==> src/rtl/svm_pkg.sv <==
// constants, field layouts and types of the supply voltage monitor control
package svm_pkg;

   // =====================================================
   // timing
   localparam int unsigned CLK_FREQ_MHZ   = 200;
   localparam int unsigned MIN_ON_TIME_US = 500;
   // least time rounds up; the product is already whole cycles
   localparam int unsigned MIN_ON_CYCLES  = MIN_ON_TIME_US * CLK_FREQ_MHZ;
   localparam int          ON_CNT_W       = 17;

   // =====================================================
   // register indices; byte address is four times the index
   localparam logic [15:0] CTRL_IDX     = 16'hff12;
   localparam logic [15:0] HEAVY_IDX    = 16'hff10;
   localparam logic [15:0] IRQ_STAT_IDX = 16'hff13;
   localparam logic [15:0] IRQ_CLR_IDX  = 16'hff14;
   localparam logic [15:0] IRQ_EN_IDX   = 16'hff15;
   localparam logic [31:0] CTRL_ADDR     = {14'h0000, CTRL_IDX, 2'h0};
   localparam logic [31:0] HEAVY_ADDR    = {14'h0000, HEAVY_IDX, 2'h0};
   localparam logic [31:0] IRQ_STAT_ADDR = {14'h0000, IRQ_STAT_IDX, 2'h0};
   localparam logic [31:0] IRQ_CLR_ADDR  = {14'h0000, IRQ_CLR_IDX, 2'h0};
   localparam logic [31:0] IRQ_EN_ADDR   = {14'h0000, IRQ_EN_IDX, 2'h0};

   // =====================================================
   // field positions
   localparam int THR_LSB    = 0;
   localparam int THR_W      = 4;
   localparam int DET_ON_BIT = 4;
   localparam int RESULT_BIT = 5;
   localparam int HEAVY_BIT  = 7;

   // lowest threshold code with a defined level
   localparam logic [3:0] THR_MIN_DEFINED = 4'h3;

   // =====================================================
   // reset values
   localparam logic [3:0] THR_RESET    = 4'h0;
   localparam logic       DET_RESET    = 1'b0;
   localparam logic       RESULT_RESET = 1'b0;
   localparam logic       HEAVY_RESET  = 1'b0;

   // =====================================================
   // interrupt events
   localparam int         EV_W       = 3;
   localparam int         EV_CAPTURE = 0;
   localparam int         EV_LOW     = 1;
   localparam int         EV_SETTLED = 2;
   localparam logic [2:0] EV_RESET   = 3'h0;

   // =====================================================
   // types
   typedef struct packed {
      logic       heavy;
      logic       det_on;
      logic [3:0] thr;
   } svm_ctrl_t;

   typedef struct packed {
      logic [31:0] addr;
      logic        write;
      logic [7:0]  wdata;
      logic        lane0;
   } svm_req_t;

   typedef enum logic [2:0] {
      SVM_OFF    = 3'b001,
      SVM_SETTLE = 3'b010,
      SVM_READY  = 3'b100
   } svm_state_t;

endpackage : svm_pkg

==> src/rtl/svm_sync.sv <==
// two flip-flop synchroniser for one asynchronous level
`timescale 1ns/100ps
`default_nettype none

module svm_sync (
   input  wire logic clock_i,
   input  wire logic rst_i,
   input  wire logic async_i,
   output logic      sync_o
);

   logic meta_reg;
   logic sync_reg;

   // =====================================================
   // first stage feeds only the second
   always_ff @(posedge clock_i or posedge rst_i) begin
      if (rst_i) begin
         meta_reg <= 1'b0;
         sync_reg <= 1'b0;
      end else begin
         meta_reg <= async_i;
         sync_reg <= meta_reg;
      end
   end

   assign sync_o = sync_reg;

endmodule : svm_sync

`default_nettype wire

==> src/rtl/svm_irq.sv <==
// sticky event status, enable mask and level interrupt
`timescale 1ns/100ps
`default_nettype none

module svm_irq
   import svm_pkg::*;
(
   input  wire logic            clock_i,
   input  wire logic            rst_i,
   input  wire logic [EV_W-1:0] set_i,
   input  wire logic            clr_we_i,
   input  wire logic [EV_W-1:0] clr_data_i,
   input  wire logic            en_we_i,
   input  wire logic [EV_W-1:0] en_data_i,
   output logic      [EV_W-1:0] status_o,
   output logic      [EV_W-1:0] enable_o,
   output logic                 irq_o
);

   logic [EV_W-1:0] status_reg;
   logic [EV_W-1:0] status_next;
   logic [EV_W-1:0] enable_reg;
   logic [EV_W-1:0] enable_next;

   // =====================================================
   // set wins over a clear in the same cycle
   always_comb begin
      status_next = status_reg;
      enable_next = enable_reg;
      if (clr_we_i) begin
         status_next = status_next & ~clr_data_i;
      end
      status_next = status_next | set_i;
      if (en_we_i) begin
         enable_next = en_data_i;
      end
   end

   always_ff @(posedge clock_i or posedge rst_i) begin
      if (rst_i) begin
         status_reg <= EV_RESET;
         enable_reg <= EV_RESET;
      end else begin
         status_reg <= status_next;
         enable_reg <= enable_next;
      end
   end

   assign status_o = status_reg;
   assign enable_o = enable_reg;
   assign irq_o    = |(status_reg & enable_reg);

endmodule : svm_irq

`default_nettype wire

==> src/rtl/svm_ctrl.sv <==
// supply voltage monitor and heavy-load mode control with apb registers
`timescale 1ns/100ps
`default_nettype none

module svm_ctrl
   import svm_pkg::*;
#(
   parameter int unsigned MIN_ON_CNT = MIN_ON_CYCLES
) (
   input  wire logic        clock_i,
   input  wire logic        rst_i,
   // apb slave
   input  wire logic        psel_i,
   input  wire logic        penable_i,
   input  wire logic        pwrite_i,
   input  wire logic [31:0] paddr_i,
   input  wire logic [31:0] pwdata_i,
   input  wire logic [3:0]  pstrb_i,
   output logic      [31:0] prdata_o,
   output logic             pready_o,
   output logic             pslverr_o,
   // analog detector side
   input  wire logic        comp_low_i,
   output logic             detector_enable_o,
   output logic      [3:0]  threshold_o,
   output logic             threshold_defined_o,
   output logic             heavy_load_mode_o,
   output logic             irq_o
);

   // =====================================================
   // declarations
   svm_ctrl_t          ctrl_reg;
   svm_ctrl_t          ctrl_next;
   logic               result_reg;
   logic               result_next;
   svm_state_t         state_reg;
   svm_state_t         state_next;
   logic [ON_CNT_W-1:0] on_cnt_reg;
   logic [ON_CNT_W-1:0] on_cnt_next;
   logic [31:0]        rdata_reg;
   logic [31:0]        rdata_next;
   logic               err_reg;
   logic               err_next;

   svm_req_t           req;
   logic               setup;
   logic               access;
   logic               wr;
   logic               hit_ctrl;
   logic               hit_heavy;
   logic               hit_stat;
   logic               hit_clr;
   logic               hit_en;
   logic               hit_any;
   logic               wr_ctrl;
   logic               wr_heavy;
   logic               det_on_wr;
   logic               det_off_wr;
   logic               comp_low_sync;
   logic               on_done;
   logic [EV_W-1:0]    ev_set;
   logic [EV_W-1:0]    irq_status;
   logic [EV_W-1:0]    irq_enable;
   logic [7:0]         ctrl_view;
   logic [7:0]         heavy_view;

   // =====================================================
   // comparator crossing
   // the comparator is unclocked analog; read only its
   // synchronised copy
   svm_sync u_comp_sync (
      .clock_i (clock_i),
      .rst_i   (rst_i),
      .async_i (comp_low_i),
      .sync_o  (comp_low_sync)
   );

   // =====================================================
   // apb request decode
   // the request is bundled once so decode reads one source
   always_comb begin
      req.addr  = paddr_i;
      req.write = pwrite_i;
      req.wdata = pwdata_i[7:0];
      req.lane0 = pstrb_i[0];
   end

   assign setup  = psel_i & ~penable_i;
   assign access = psel_i & penable_i;

   // address match against the full byte address
   assign hit_ctrl  = (req.addr == CTRL_ADDR);
   assign hit_heavy = (req.addr == HEAVY_ADDR);
   assign hit_stat  = (req.addr == IRQ_STAT_ADDR);
   assign hit_clr   = (req.addr == IRQ_CLR_ADDR);
   assign hit_en    = (req.addr == IRQ_EN_ADDR);
   assign hit_any   = hit_ctrl | hit_heavy | hit_stat | hit_clr | hit_en;

   // writes land only at the completing access edge
   // only byte lane 0 carries register bits
   assign wr       = access & req.write & hit_any & req.lane0;
   assign wr_ctrl  = wr & hit_ctrl;
   assign wr_heavy = wr & hit_heavy;

   // edges of the detector_on bit caused by software
   assign det_on_wr  = wr_ctrl & req.wdata[DET_ON_BIT] & ~ctrl_reg.det_on;
   assign det_off_wr = wr_ctrl & ~req.wdata[DET_ON_BIT] & ctrl_reg.det_on;

   // =====================================================
   // control register next state
   always_comb begin
      ctrl_next = ctrl_reg;
      if (wr_ctrl) begin
         // bits 7..5 of the write are dropped here
         ctrl_next.thr    = req.wdata[THR_LSB +: THR_W];
         ctrl_next.det_on = req.wdata[DET_ON_BIT];
      end
      if (wr_heavy) begin
         // one bit steers the mode both ways
         ctrl_next.heavy = req.wdata[HEAVY_BIT];
      end
   end

   always_ff @(posedge clock_i or posedge rst_i) begin
      if (rst_i) begin
         ctrl_reg.thr    <= THR_RESET;
         ctrl_reg.det_on <= DET_RESET;
         ctrl_reg.heavy  <= HEAVY_RESET;
      end else begin
         ctrl_reg <= ctrl_next;
      end
   end

   // =====================================================
   // result latch
   // capture at the same edge that switches the detector off,
   // so the comparator is still powered when sampled
   always_comb begin
      result_next = result_reg;
      if (det_off_wr) begin
         result_next = comp_low_sync;
      end
   end

   always_ff @(posedge clock_i or posedge rst_i) begin
      if (rst_i) begin
         result_reg <= RESULT_RESET;
      end else begin
         result_reg <= result_next;
      end
   end

   // =====================================================
   // measurement sequencer
   // tracks the on time so software can see when the
   // comparator has settled; the capture itself never waits
   assign on_done = (on_cnt_reg >= MIN_ON_CNT[ON_CNT_W-1:0] - 1'b1);

   always_comb begin
      state_next  = state_reg;
      on_cnt_next = on_cnt_reg;
      case (state_reg)
         SVM_OFF: begin
            on_cnt_next = '0;
            if (det_on_wr) begin
               state_next = SVM_SETTLE;
            end
         end
         SVM_SETTLE: begin
            if (det_off_wr) begin
               state_next  = SVM_OFF;
               on_cnt_next = '0;
            end else if (on_done) begin
               state_next = SVM_READY;
            end else begin
               on_cnt_next = on_cnt_reg + 1'b1;
            end
         end
         SVM_READY: begin
            if (det_off_wr) begin
               state_next  = SVM_OFF;
               on_cnt_next = '0;
            end
         end
         default: begin
            state_next  = SVM_OFF;
            on_cnt_next = '0;
         end
      endcase
   end

   always_ff @(posedge clock_i or posedge rst_i) begin
      if (rst_i) begin
         state_reg  <= SVM_OFF;
         on_cnt_reg <= '0;
      end else begin
         state_reg  <= state_next;
         on_cnt_reg <= on_cnt_next;
      end
   end

   // =====================================================
   // interrupt events
   // capture and low result pulse with the latch update;
   // settled pulses at most once per on period
   always_comb begin
      ev_set             = '0;
      ev_set[EV_CAPTURE] = det_off_wr;
      ev_set[EV_LOW]     = det_off_wr & comp_low_sync;
      ev_set[EV_SETTLED] = (state_reg == SVM_SETTLE) & on_done & ~det_off_wr;
   end

   svm_irq u_irq (
      .clock_i    (clock_i),
      .rst_i      (rst_i),
      .set_i      (ev_set),
      .clr_we_i   (wr & hit_clr),
      .clr_data_i (req.wdata[EV_W-1:0]),
      .en_we_i    (wr & hit_en),
      .en_data_i  (req.wdata[EV_W-1:0]),
      .status_o   (irq_status),
      .enable_o   (irq_enable),
      .irq_o      (irq_o)
   );

   // =====================================================
   // read views
   // result is only ever written by the capture path
   always_comb begin
      ctrl_view                     = 8'h00;
      ctrl_view[THR_LSB +: THR_W]   = ctrl_reg.thr;
      ctrl_view[DET_ON_BIT]         = ctrl_reg.det_on;
      ctrl_view[RESULT_BIT]         = result_reg;
      heavy_view                    = 8'h00;
      heavy_view[HEAVY_BIT]         = ctrl_reg.heavy;
   end

   // =====================================================
   // apb read data and error
   // taken in the setup cycle so prdata is a flop output
   // during access; a write in the previous access has
   // already landed by then
   always_comb begin
      rdata_next = rdata_reg;
      err_next   = err_reg;
      if (setup) begin
         rdata_next = 32'h0000_0000;
         err_next   = ~hit_any;
         if (~req.write) begin
            if (hit_ctrl) begin
               rdata_next[7:0] = ctrl_view;
            end else if (hit_heavy) begin
               rdata_next[7:0] = heavy_view;
            end else if (hit_stat) begin
               rdata_next[EV_W-1:0] = irq_status;
            end else if (hit_en) begin
               rdata_next[EV_W-1:0] = irq_enable;
            end
         end
      end
   end

   always_ff @(posedge clock_i or posedge rst_i) begin
      if (rst_i) begin
         rdata_reg <= 32'h0000_0000;
         err_reg   <= 1'b0;
      end else begin
         rdata_reg <= rdata_next;
         err_reg   <= err_next;
      end
   end

   // zero wait states: every access completes at once
   assign pready_o  = access;
   assign prdata_o  = rdata_reg;
   assign pslverr_o = access & err_reg;

   // =====================================================
   // detector drive
   // codes below three have no level; the flag lets the
   // analog side hold its reference safe
   assign detector_enable_o   = ctrl_reg.det_on;
   assign threshold_o         = ctrl_reg.thr;
   assign threshold_defined_o = (ctrl_reg.thr >= THR_MIN_DEFINED);
   assign heavy_load_mode_o   = ctrl_reg.heavy;

endmodule : svm_ctrl

`default_nettype wire

==> config.mk <==
export PLATFORM = sky130hd
export DESIGN_NAME = svm_ctrl
export DESIGN_NICKNAME = d
export VERILOG_FILES = /design/src/rtl/svm_pkg.sv /design/src/rtl/svm_sync.sv /design/src/rtl/svm_irq.sv /design/src/rtl/svm_ctrl.sv
export SDC_FILE = /design/constraint.sdc
export NUM_CORES = 1
export LEC_CHECK = 0
export ABC_AREA = 1
export BUFFER_PORTS_ARGS = -buffer_cell sky130_fd_sc_hd__buf_2
export CORE_ASPECT_RATIO = 0.7
export CORE_MARGIN = 2
export CORE_UTILIZATION = 51
export CTS_BUF_LIST = sky130_fd_sc_hd__clkbuf_4
export DETAILED_ROUTE_END_ITERATION = 7
export GPL_TIMING_DRIVEN = 0
export PLACE_DENSITY = 0.84
export SETUP_SLACK_MARGIN = 0.4
export SLEW_MARGIN = 30
export SYNTH_ARGS = -nofsm -noshare
export SYNTH_HDL_FRONTEND = slang
export SYNTH_SLANG_ARGS = --single-unit
==> constraint.sdc <==
create_clock -name clock_i -period 2.2 [get_ports clock_i]
set_input_delay 0.11 -clock clock_i [delete_from_list [all_inputs] [get_ports clock_i]]
set_output_delay 0.11 -clock clock_i [all_outputs]
set_load 0.02 [all_outputs]
-- Yosys cells after proc, flatten, opt, wreduce, memory -nomap -nowiden
Index checks and enable logic that the tools add are counted.
- register bits after elaboration: 44
- input bits: 74
- output and inout port bits: 42
- $add $sub $neg: 1
- magnitude comparators: 2
- eq/ne operators: 12
- mux-type cells: 16
- bitwise operators: 30
- reductions and logical operators: 3
- operators by type and width (cell ; number):
    equality test 32 x 18 -> 1 bit (second input constant) ; 5
    two-way mux 17 bit ; 3
    one-hot mux 17 bit (2 select lines) ; 1
    two-way mux 3 bit ; 8
    adder 17 x 1 -> 17 bit (second input constant) ; 1
    bitwise AND 1 bit ; 17
    greater-or-equal comparator 17 bit (second input constant) ; 1
    two-way mux 8 bit ; 2
    one-hot mux 3 bit (3 select lines) ; 1
    bitwise AND 3 bit ; 2
    inequality test 3 bit (second input constant) ; 2
    two-way mux 5 bit ; 1
    NOT 1 bit ; 5
    greater-or-equal comparator 4 x 2 -> 1 bit (second input constant) ; 1
    inequality test 2 bit (second input constant) ; 2
    bitwise OR 1 bit ; 4
    equality test 3 x 1 -> 1 bit (second input constant) ; 1
    equality test 3 x 2 -> 1 bit (second input constant) ; 1
    equality test 3 bit (second input constant) ; 1
    NOT 3 bit ; 1
    bitwise OR 3 bit ; 1
    AND reduction 3 bit ; 1
    OR reduction 3 bit ; 1
    AND reduction 2 bit ; 1

-- Depth between registers and ports, before layout
Gate-level depths: netlist of the first run.
- depth in word-level cells: 13
- depth in mapped cells: 14

-- Cells and area by module
A second synthesis of the first run with hierarchy kept.
- cell total of the unflattened synthesis: 402
- area total of the unflattened synthesis: 2830.2 µm²
- modules (own cells, without submodules) (module ; times used ; cells each ; area each (µm²) ; seq. area each (µm²)):
    svm_ctrl ; 1 ; 367 ; 2523.7 ; 877.1
    svm_irq ; 1 ; 32 ; 252.7 ; 150.1
    svm_sync ; 1 ; 3 ; 53.8 ; 50.0

-- Worst setup path before layout of the first run
Ideal clock, no wire load.
- kind: register -> register
- start: register on_cnt_reg[0]
- end: register on_cnt_reg[0]
- setup time: 77 ps
- arrival time: 1623 ps
- data required time: 2123 ps
- setup slack: 501 ps
- stages on the path, launching flop included: 13
- buffers on the path: 1
- clock period less this slack: 1699 ps
- path through: dfrtp_1 > ha_1 > nand2_1 > inv_1 > nand2_1 > nor2_1 > nand4_1 > nand3_1 > nand3_2 > nand2_4 > buf_6 > nand2_2 > o21ai_1
- longest elaborated chain between the ends: 4
- elaborated cells between the ends (all ways): 7
- classes of those cells: add/sub (1); order compare (1); eq/ne (1); mux (3); reduce/logical (1)
- ends and longest elaborated chain (what ; line ; text):
    start: declaration ; svm_ctrl.sv:39 ; logic [ON_CNT_W-1:0] on_cnt_reg;
    start signal: assignment ; svm_ctrl.sv:199 ; on_cnt_reg <= on_cnt_next;
    adder 17 x 1 -> 17 bit ; svm_ctrl.sv:177 ; on_cnt_next = on_cnt_reg + 1'b1;
    two-way mux 17 bit ; svm_ctrl.sv:174 ; end else if (on_done) begin
    two-way mux 17 bit ; svm_ctrl.sv:171 ; if (det_off_wr) begin
    one-hot mux 17 bit (2 select lines) ; svm_ctrl.sv:163 ; case (state_reg)
Parallel ways exist; a longest one is shown, timed or not. The select of a mux whose other input is x is not followed.
A chain may end at the register's enable or synchronous reset.

-- Worst setup path after layout of the first run
- start: register on_cnt_reg[14]
- end: register on_cnt_reg[8]
- longest elaborated chain between the ends: 3
- ends and longest elaborated chain (what ; line ; text):
    greater-or-equal comparator 17 bit ; svm_ctrl.sv:158 ; assign on_done = (on_cnt_reg >= MIN_ON_CNT[ON_CNT_W-1:0] - 1'b1);
    inequality test 3 bit (no line) ; -- ;
    AND reduction 2 bit (no line) ; -- ;
Every way passes these cells.

==> flow_metrics.env, run 1 <==
export IMPL_vias=2984
export IMPL_pin_count=116
export IMPL_layout_nets=596
export IMPL_post_drt_wl_per_cell_um=12.7
export IMPL_clk_latency_ps=350
export IMPL_yosys_area_top_type="dfrtp_1"
export IMPL_ys_ff_latch=43
export IMPL_layout_drive_gt1_share=0.278
export IMPL_core_um2=5640
export IMPL_max_freq_ghz=0.587
export IMPL_root_buffer="clkbuf_4"
export IMPL_cts_htree_levels=2
export IMPL_synth_area_top_cells="dfrtp_1 36%, nand2_1 14%, inv_1 8.3%, nor2_1 6.5%, buf_4 6.4%"
export IMPL_grt_pass1_vias=2623
export IMPL_antenna_found_initial=0
export IMPL_setup_viol=0
export IMPL_yosysWarnings=0
export IMPL_largest_reg_flops=17
export IMPL_die_h_um=67.6
export IMPL_synth_compound_area_frac=0.0759
export IMPL_dieArea_um2=6420
export IMPL_worst_slew_pin_slew_ps=564
export IMPL_path_class="flip-flop to flip-flop"
export IMPL_gr_total_overflow=0
export IMPL_synthAdderAreaFrac=0.00424
export IMPL_ir_drop_mv=0.279
export IMPL_portBuffers=61
export IMPL_power_leakage_nw=2.00
export IMPL_synth_area_um2=2950
export IMPL_seq_area_frac_synth=0.365
export IMPL_r2r_cells=10
export IMPL_remaining_drc_errors=0
export IMPL_arrival_ps=2000
export IMPL_start_util=0.523
export IMPL_cts_buffer_depth=2
export IMPL_via_per_inst=5.00
export IMPL_skew_ps=12.4
export IMPL_antennaDiodeCount=0
export IMPL_clk_pin_slew_ps=130
export IMPL_critPathMaxFanout=6
export IMPL_synth_distinct_cells=34
export IMPL_fill_cells=477
export IMPL_finalInstanceArea_um2=3740
export IMPL_postSynthAreaPerCell_um2=7.09
export IMPL_synthSimpleGateAreaFrac=0.369
export IMPL_grt_pass1_wl_mm=11.8
export IMPL_synth_top_area_frac=0.356
export IMPL_crit_path_start_kind="flip-flop"
export IMPL_drtIter0Drc=221
export IMPL_period_share=0.775
export IMPL_hold_path_depth=3
export IMPL_cp_required_ps=2500
export IMPL_syn_inst=416
export IMPL_relSlewSlack=0.621
export IMPL_rows=23
export IMPL_antenna_left=0
export IMPL_cts_tree="done"
export IMPL_hold_violations=0
export IMPL_setup_tns_ps=0
export IMPL_grt_setup_unrepaired="true"
export IMPL_dpl_cell_area_um2=3460
export IMPL_yosys_mux_area_fraction=0.00339
export IMPL_synth_xor_area_share=0.0208
export IMPL_hp_class="primary input to flip-flop"
export IMPL_synth_top_family_by_area="simple AND/OR/NAND/NOR gates"
export IMPL_grt_start_max_net_pins=31
export IMPL_min_period_ps=1700
export IMPL_mostFrequentLayoutCell="nand2_1"
export IMPL_mostFrequentLayoutCells="105 x nand2_1, 63 x inv_1, 61 x buf_2, 49 x nor2_1, 37 x dfrtp_1"
export IMPL_cp_end_kind="flip-flop"
export IMPL_p_per_area_nw_per_um2=397
export IMPL_die_w_um=94.9
export IMPL_maxCapViolCount=0
export IMPL_area_delta_synth_final_pct=27.0
export IMPL_drt_total_wl_mm=7.56
export IMPL_cts_sinks=43
export IMPL_multi_input_area_um2=1550
export IMPL_cts_inserted_buffers=5
export IMPL_dp_hpwl_mm=5.68
export IMPL_maxSlewViolCount=0
export IMPL_status="completed"
export IMPL_regArea_um2=1080
export IMPL_dr_pass1_iters=5
export IMPL_place_gp_congestion=0.908
export IMPL_grtUsageTotal=0.235
## cell usage after synthesis, drive strengths merged
| cell | n |
|---|---|
| mux2i | 1 |
| inv | 66 |
| clkinv | 1 |
| nor2 | 55 |
| dfstp | 1 |
| xnor2 | 1 |
| a21oi | 3 |
| nand2 | 120 |
| buf | 28 |
| a32o | 3 |
| o211ai | 2 |
| nor3 | 6 |
| nand4 | 23 |
| nand3 | 28 |
| o21ai | 25 |
| dfrtp | 42 |
| a22o | 1 |
| conb | 1 |
| xor2 | 6 |
| ha | 1 |
| o21bai | 2 |
## where the power goes
group          internal, mW  total (mW)  switching [mW]  leakage, nW
Clock                 0.234       0.501           0.267       0.0426
Combinational        0.0799       0.191           0.111         1.38
Sequential            0.794       0.796         0.00159        0.582
## layer usage
metal,vias up,track usage,routed length (um)
li1,1482,-,-
met1,1366,0.341,3470
met2,130,0.378,3480
met3,6,0.0368,553
met4,0,0.0417,47
met5,-,0,0
## kinds of logic (layout without fill, tap and decap cells)
group | after synthesis | count (layout)
compound gates | 36 | 36
xor+xnor | 7 | 7
fa+ha+maj | 1 | 1
buf+inv | 95 | 177
flops | 43 | 43
mux | 1 | 1
other cells | 1 | 25
simple gates | 232 | 232
## worst paths after layout
path / start / to / slack (ps)
worst min-delay path: pwdata_i[2] / u_irq.enable_o[2] / 5
worst min register to register: u_comp_sync.meta_reg / u_comp_sync.sync_o / 370
worst max-delay path: on_cnt_reg[14] / on_cnt_reg[8] / 500
worst max register to register: on_cnt_reg[14] / on_cnt_reg[8] / 500
max in group asynchronous: rst_i / on_cnt_reg[0] / 1470
min in group asynchronous: rst_i / state_reg[2] / 260
## stage by stage
stage                     setup WS (ps)  hold slack [ps]   util  cells  total power [mW]
after floorplan                     501              141      -    440             0.933
after global placement              114              218  0.610    576             0.986
after detailed placement           93.2             99.5  0.613    577             0.996
after CTS                           456             13.1  0.643    593              1.48
after global routing                356            -4.50  0.664    597              1.55
final                               496             5.19  0.664    597              1.49
## area by class of cell
type                    count  share of cell area
plain buffers              28              0.0625
clock buffers               5              0.0100
clock inverters             3              0.0104
inverters                  67              0.0672
multi-input cells         302               0.413
flip-flops and latches     43               0.289
well taps                  75              0.0251
repair buffers             74               0.123
## repair_timing
action	CTS	global route
hold buffers	4	0
gates resized for setup	5	17
hold endpoints to repair	16	0
pin swaps	2	6
gates cloned	0	2
setup buffers	4	2
setup endpoints to repair	19	18
## critical path, stage by stage, from the launching register on
cell,delay (ps)
dfrtp_2,470
nor2_1,150
nand3_1,90
nor2_1,170
nand4_1,120
nand3_2,130
nand3_4,120
nand2_8,130
clkbuf_16,160
nand2_2,50
o21ai_2,50
(Power assumes the default switching activity.)
==> inputs of run 2 (changes only) <==
==> constraint.sdc (replaced) <==
create_clock -name clock_i -period 1.6 [get_ports clock_i]
set_input_delay 0.08 -clock clock_i [delete_from_list [all_inputs] [get_ports clock_i]]
set_output_delay 0.08 -clock clock_i [all_outputs]
set_load 0.02 [all_outputs]
==> flow_metrics.env, run 2 (same netlist as run 1, synthesis figures left out) <==
export IMPL_dr_wl_met2_mm=4.01
export IMPL_setup_tns_ps=-2850
export IMPL_place_gp_congestion=0.890
export IMPL_grt_pass1_vias=2807
export IMPL_top_layer="met4"
export IMPL_slowest_delay_ps=450
export IMPL_cp_end_kind="flip-flop"
export IMPL_critPathMaxFanout=5
export IMPL_violations="setup timing"
export IMPL_worst_slack_ps=-261
export IMPL_path_cells="nand2_1, nor2_1, nand2_2, nor2_1, inv_1, nor3_2, nand2_1, xor2_1, o21ai_1"
export IMPL_drt_total_wl_mm=8.79
export IMPL_clk_pin_slew_ps=130
export IMPL_area_delta_synth_final_pct=45.5
export IMPL_start_util=0.523
export IMPL_reg2reg_slack_ps=-260
export IMPL_ir_drop_mv=0.476
export IMPL_cts_htree_levels=2
export IMPL_grt_start_max_net_pins=31
export IMPL_fill_cells=399
export IMPL_power_leakage_nw=2.35
export IMPL_mostFrequentLayoutCells="95 x nand2_1, 63 x buf_4, 59 x inv_1, 59 x buf_2, 39 x nor2_1"
export IMPL_post_drt_wl_per_cell_um=13.8
export IMPL_cts_tree="done"
export IMPL_die_h_um=67.6
export IMPL_grt_setup_unrepaired="true"
export IMPL_antennaDiodeCount=0
export IMPL_clk_latency_ps=360
export IMPL_final_util=0.761
export IMPL_rows=23
export IMPL_cts_buffer_depth=2
export IMPL_grt_pass1_wl_mm=12.9
export IMPL_maxCapViolCount=0
export IMPL_remaining_drc_errors=0
export IMPL_arrival_ps=2120
export IMPL_path_class="flip-flop to flip-flop"
export IMPL_core_um2=5640
export IMPL_wl_met3_um=726
export IMPL_hp_start="pwrite_i"
export IMPL_hp_class="primary input to flip-flop"
export IMPL_vias=3302
export IMPL_r2r_cells=9
export IMPL_die_w_um=94.9
export IMPL_timing_rr_end="on_cnt_reg[13]"
export IMPL_worst_hold_path_endpoint="prdata_o[0]"
export IMPL_holdWs_ps=115
export IMPL_max_freq_ghz=0.537
export IMPL_slowest_stage="dfrtp_1"
export IMPL_gr_total_overflow=0
export IMPL_dr_pass1_iters=5
export IMPL_crit_path_start_kind="flip-flop"
export IMPL_cts_sinks=43
export IMPL_antenna_left=0
export IMPL_finalInstanceArea_um2=4290
export IMPL_maxSlewViolCount=0
export IMPL_pin_count=116
export IMPL_dp_hpwl_mm=5.64
export IMPL_via_per_inst=5.18
export IMPL_drtIter0Drc=340
export IMPL_cts_inserted_buffers=5
export IMPL_dpl_cell_area_um2=3500
export IMPL_root_buffer="clkbuf_4"
export IMPL_skew_ps=8.75
export IMPL_portBuffers=61
export IMPL_period_share=1.16
export IMPL_setup_viol=20
export IMPL_hold_path_depth=4
export IMPL_p_per_area_nw_per_um2=443
export IMPL_layout_drive_gt1_share=0.391
export IMPL_cp_required_ps=1860
export IMPL_layout_nets=636
export IMPL_grtUsageTotal=0.258
export IMPL_status="finished, violations left"
export IMPL_min_period_ps=1860
export IMPL_mostFrequentLayoutCell="nand2_1"
export IMPL_wl_met1_mm=3.86
export IMPL_dieArea_um2=6420
export IMPL_antenna_found_initial=0
export IMPL_rr_startpoint="on_cnt_reg[4]"
export IMPL_hold_violations=0
export IMPL_totalPowerFinal_mw=1.90
export IMPL_largest_reg_flops=17
==> run 2: cell count changes in the layout (fill, tap and decap cells not counted), moves of 5 or more <==
cell     change
nor2_2       +6
nand3_2      +5
nand3_1      -5
nand2_4      +6
nand2_1     -10
buf_4       +32
nor2_1      -10
==> run 2: critical path, delay by kind of cell, from the launching register on <==
| kind | cells | cell delay [ps] |
|---|---|---|
| flops | 1 | 450 |
| buf+inv | 1 | 120 |
| compound gates | 1 | 90 |
| simple gates | 6 | 950 |
| xor+xnor | 1 | 160 |
==> run 2: how the worst max path moves through the flow <==
| stage | startpoint | to | slack, ps |
|---|---|---|---|
| floorplan | on_cnt_reg[0] | on_cnt_reg[0] | -30 |
| global placement | on_cnt_reg[0] | on_cnt_reg[10] | -340 |
| detailed placement | on_cnt_reg[0] | on_cnt_reg[0] | -360 |
| CTS | on_cnt_reg[1] | on_cnt_reg[12] | -100 |
| global route | on_cnt_reg[4] | on_cnt_reg[11] | -370 |
| finish | on_cnt_reg[4] | on_cnt_reg[13] | -260 |
==> run 2: layout make-up <==
type	count	area, um^2	area share
Multi-Input combinational cell	302	1740	0.405
Sequential cell	43	1080	0.253
Timing Repair Buffer	114	827	0.193
Inverter	67	256	0.0598
Buffer	28	238	0.0554
Tap cell	75	93.8	0.0219
Clock buffer	5	37.5	0.00875
Clock inverter	3	15.0	0.00350
==> run 2: metal layers <==
layer | vias to the layer above | global-route usage
met5 | - | 0
met3 | 24 | 0.0313
li1 | 1560 | -
met4 | 0 | 0.0634
met1 | 1543 | 0.373
met2 | 175 | 0.417
==> run 2: through the flow <==
| step | setup slack (ps) | instances |
|---|---|---|
| after floorplan | -26.0 | 440 |
| after global placement | -344 | 576 |
| after detailed placement | -363 | 577 |
| after CTS | -96.1 | 622 |
| after global routing | -370 | 637 |
| final | -261 | 637 |
==> run 2: what timing repair did <==
| action | 4_1_cts | 5_1_grt |
|---|---|---|
| pin swaps | 9 | 15 |
| cloned | 1 | 1 |
| gates resized for setup | 30 | 46 |
| endpoints found under the hold margin | 50 | 0 |
| hold buffers | 8 | 0 |
| buffers inserted | 28 | 14 |
| setup endpoints to repair | 25 | 32 |
==> run 2: report_power, final <==
group          internal (mW)  switching, mW
Combinational          0.118          0.163
Sequential              1.09        0.00188
Clock                  0.164          0.363
Total                   1.37          0.528
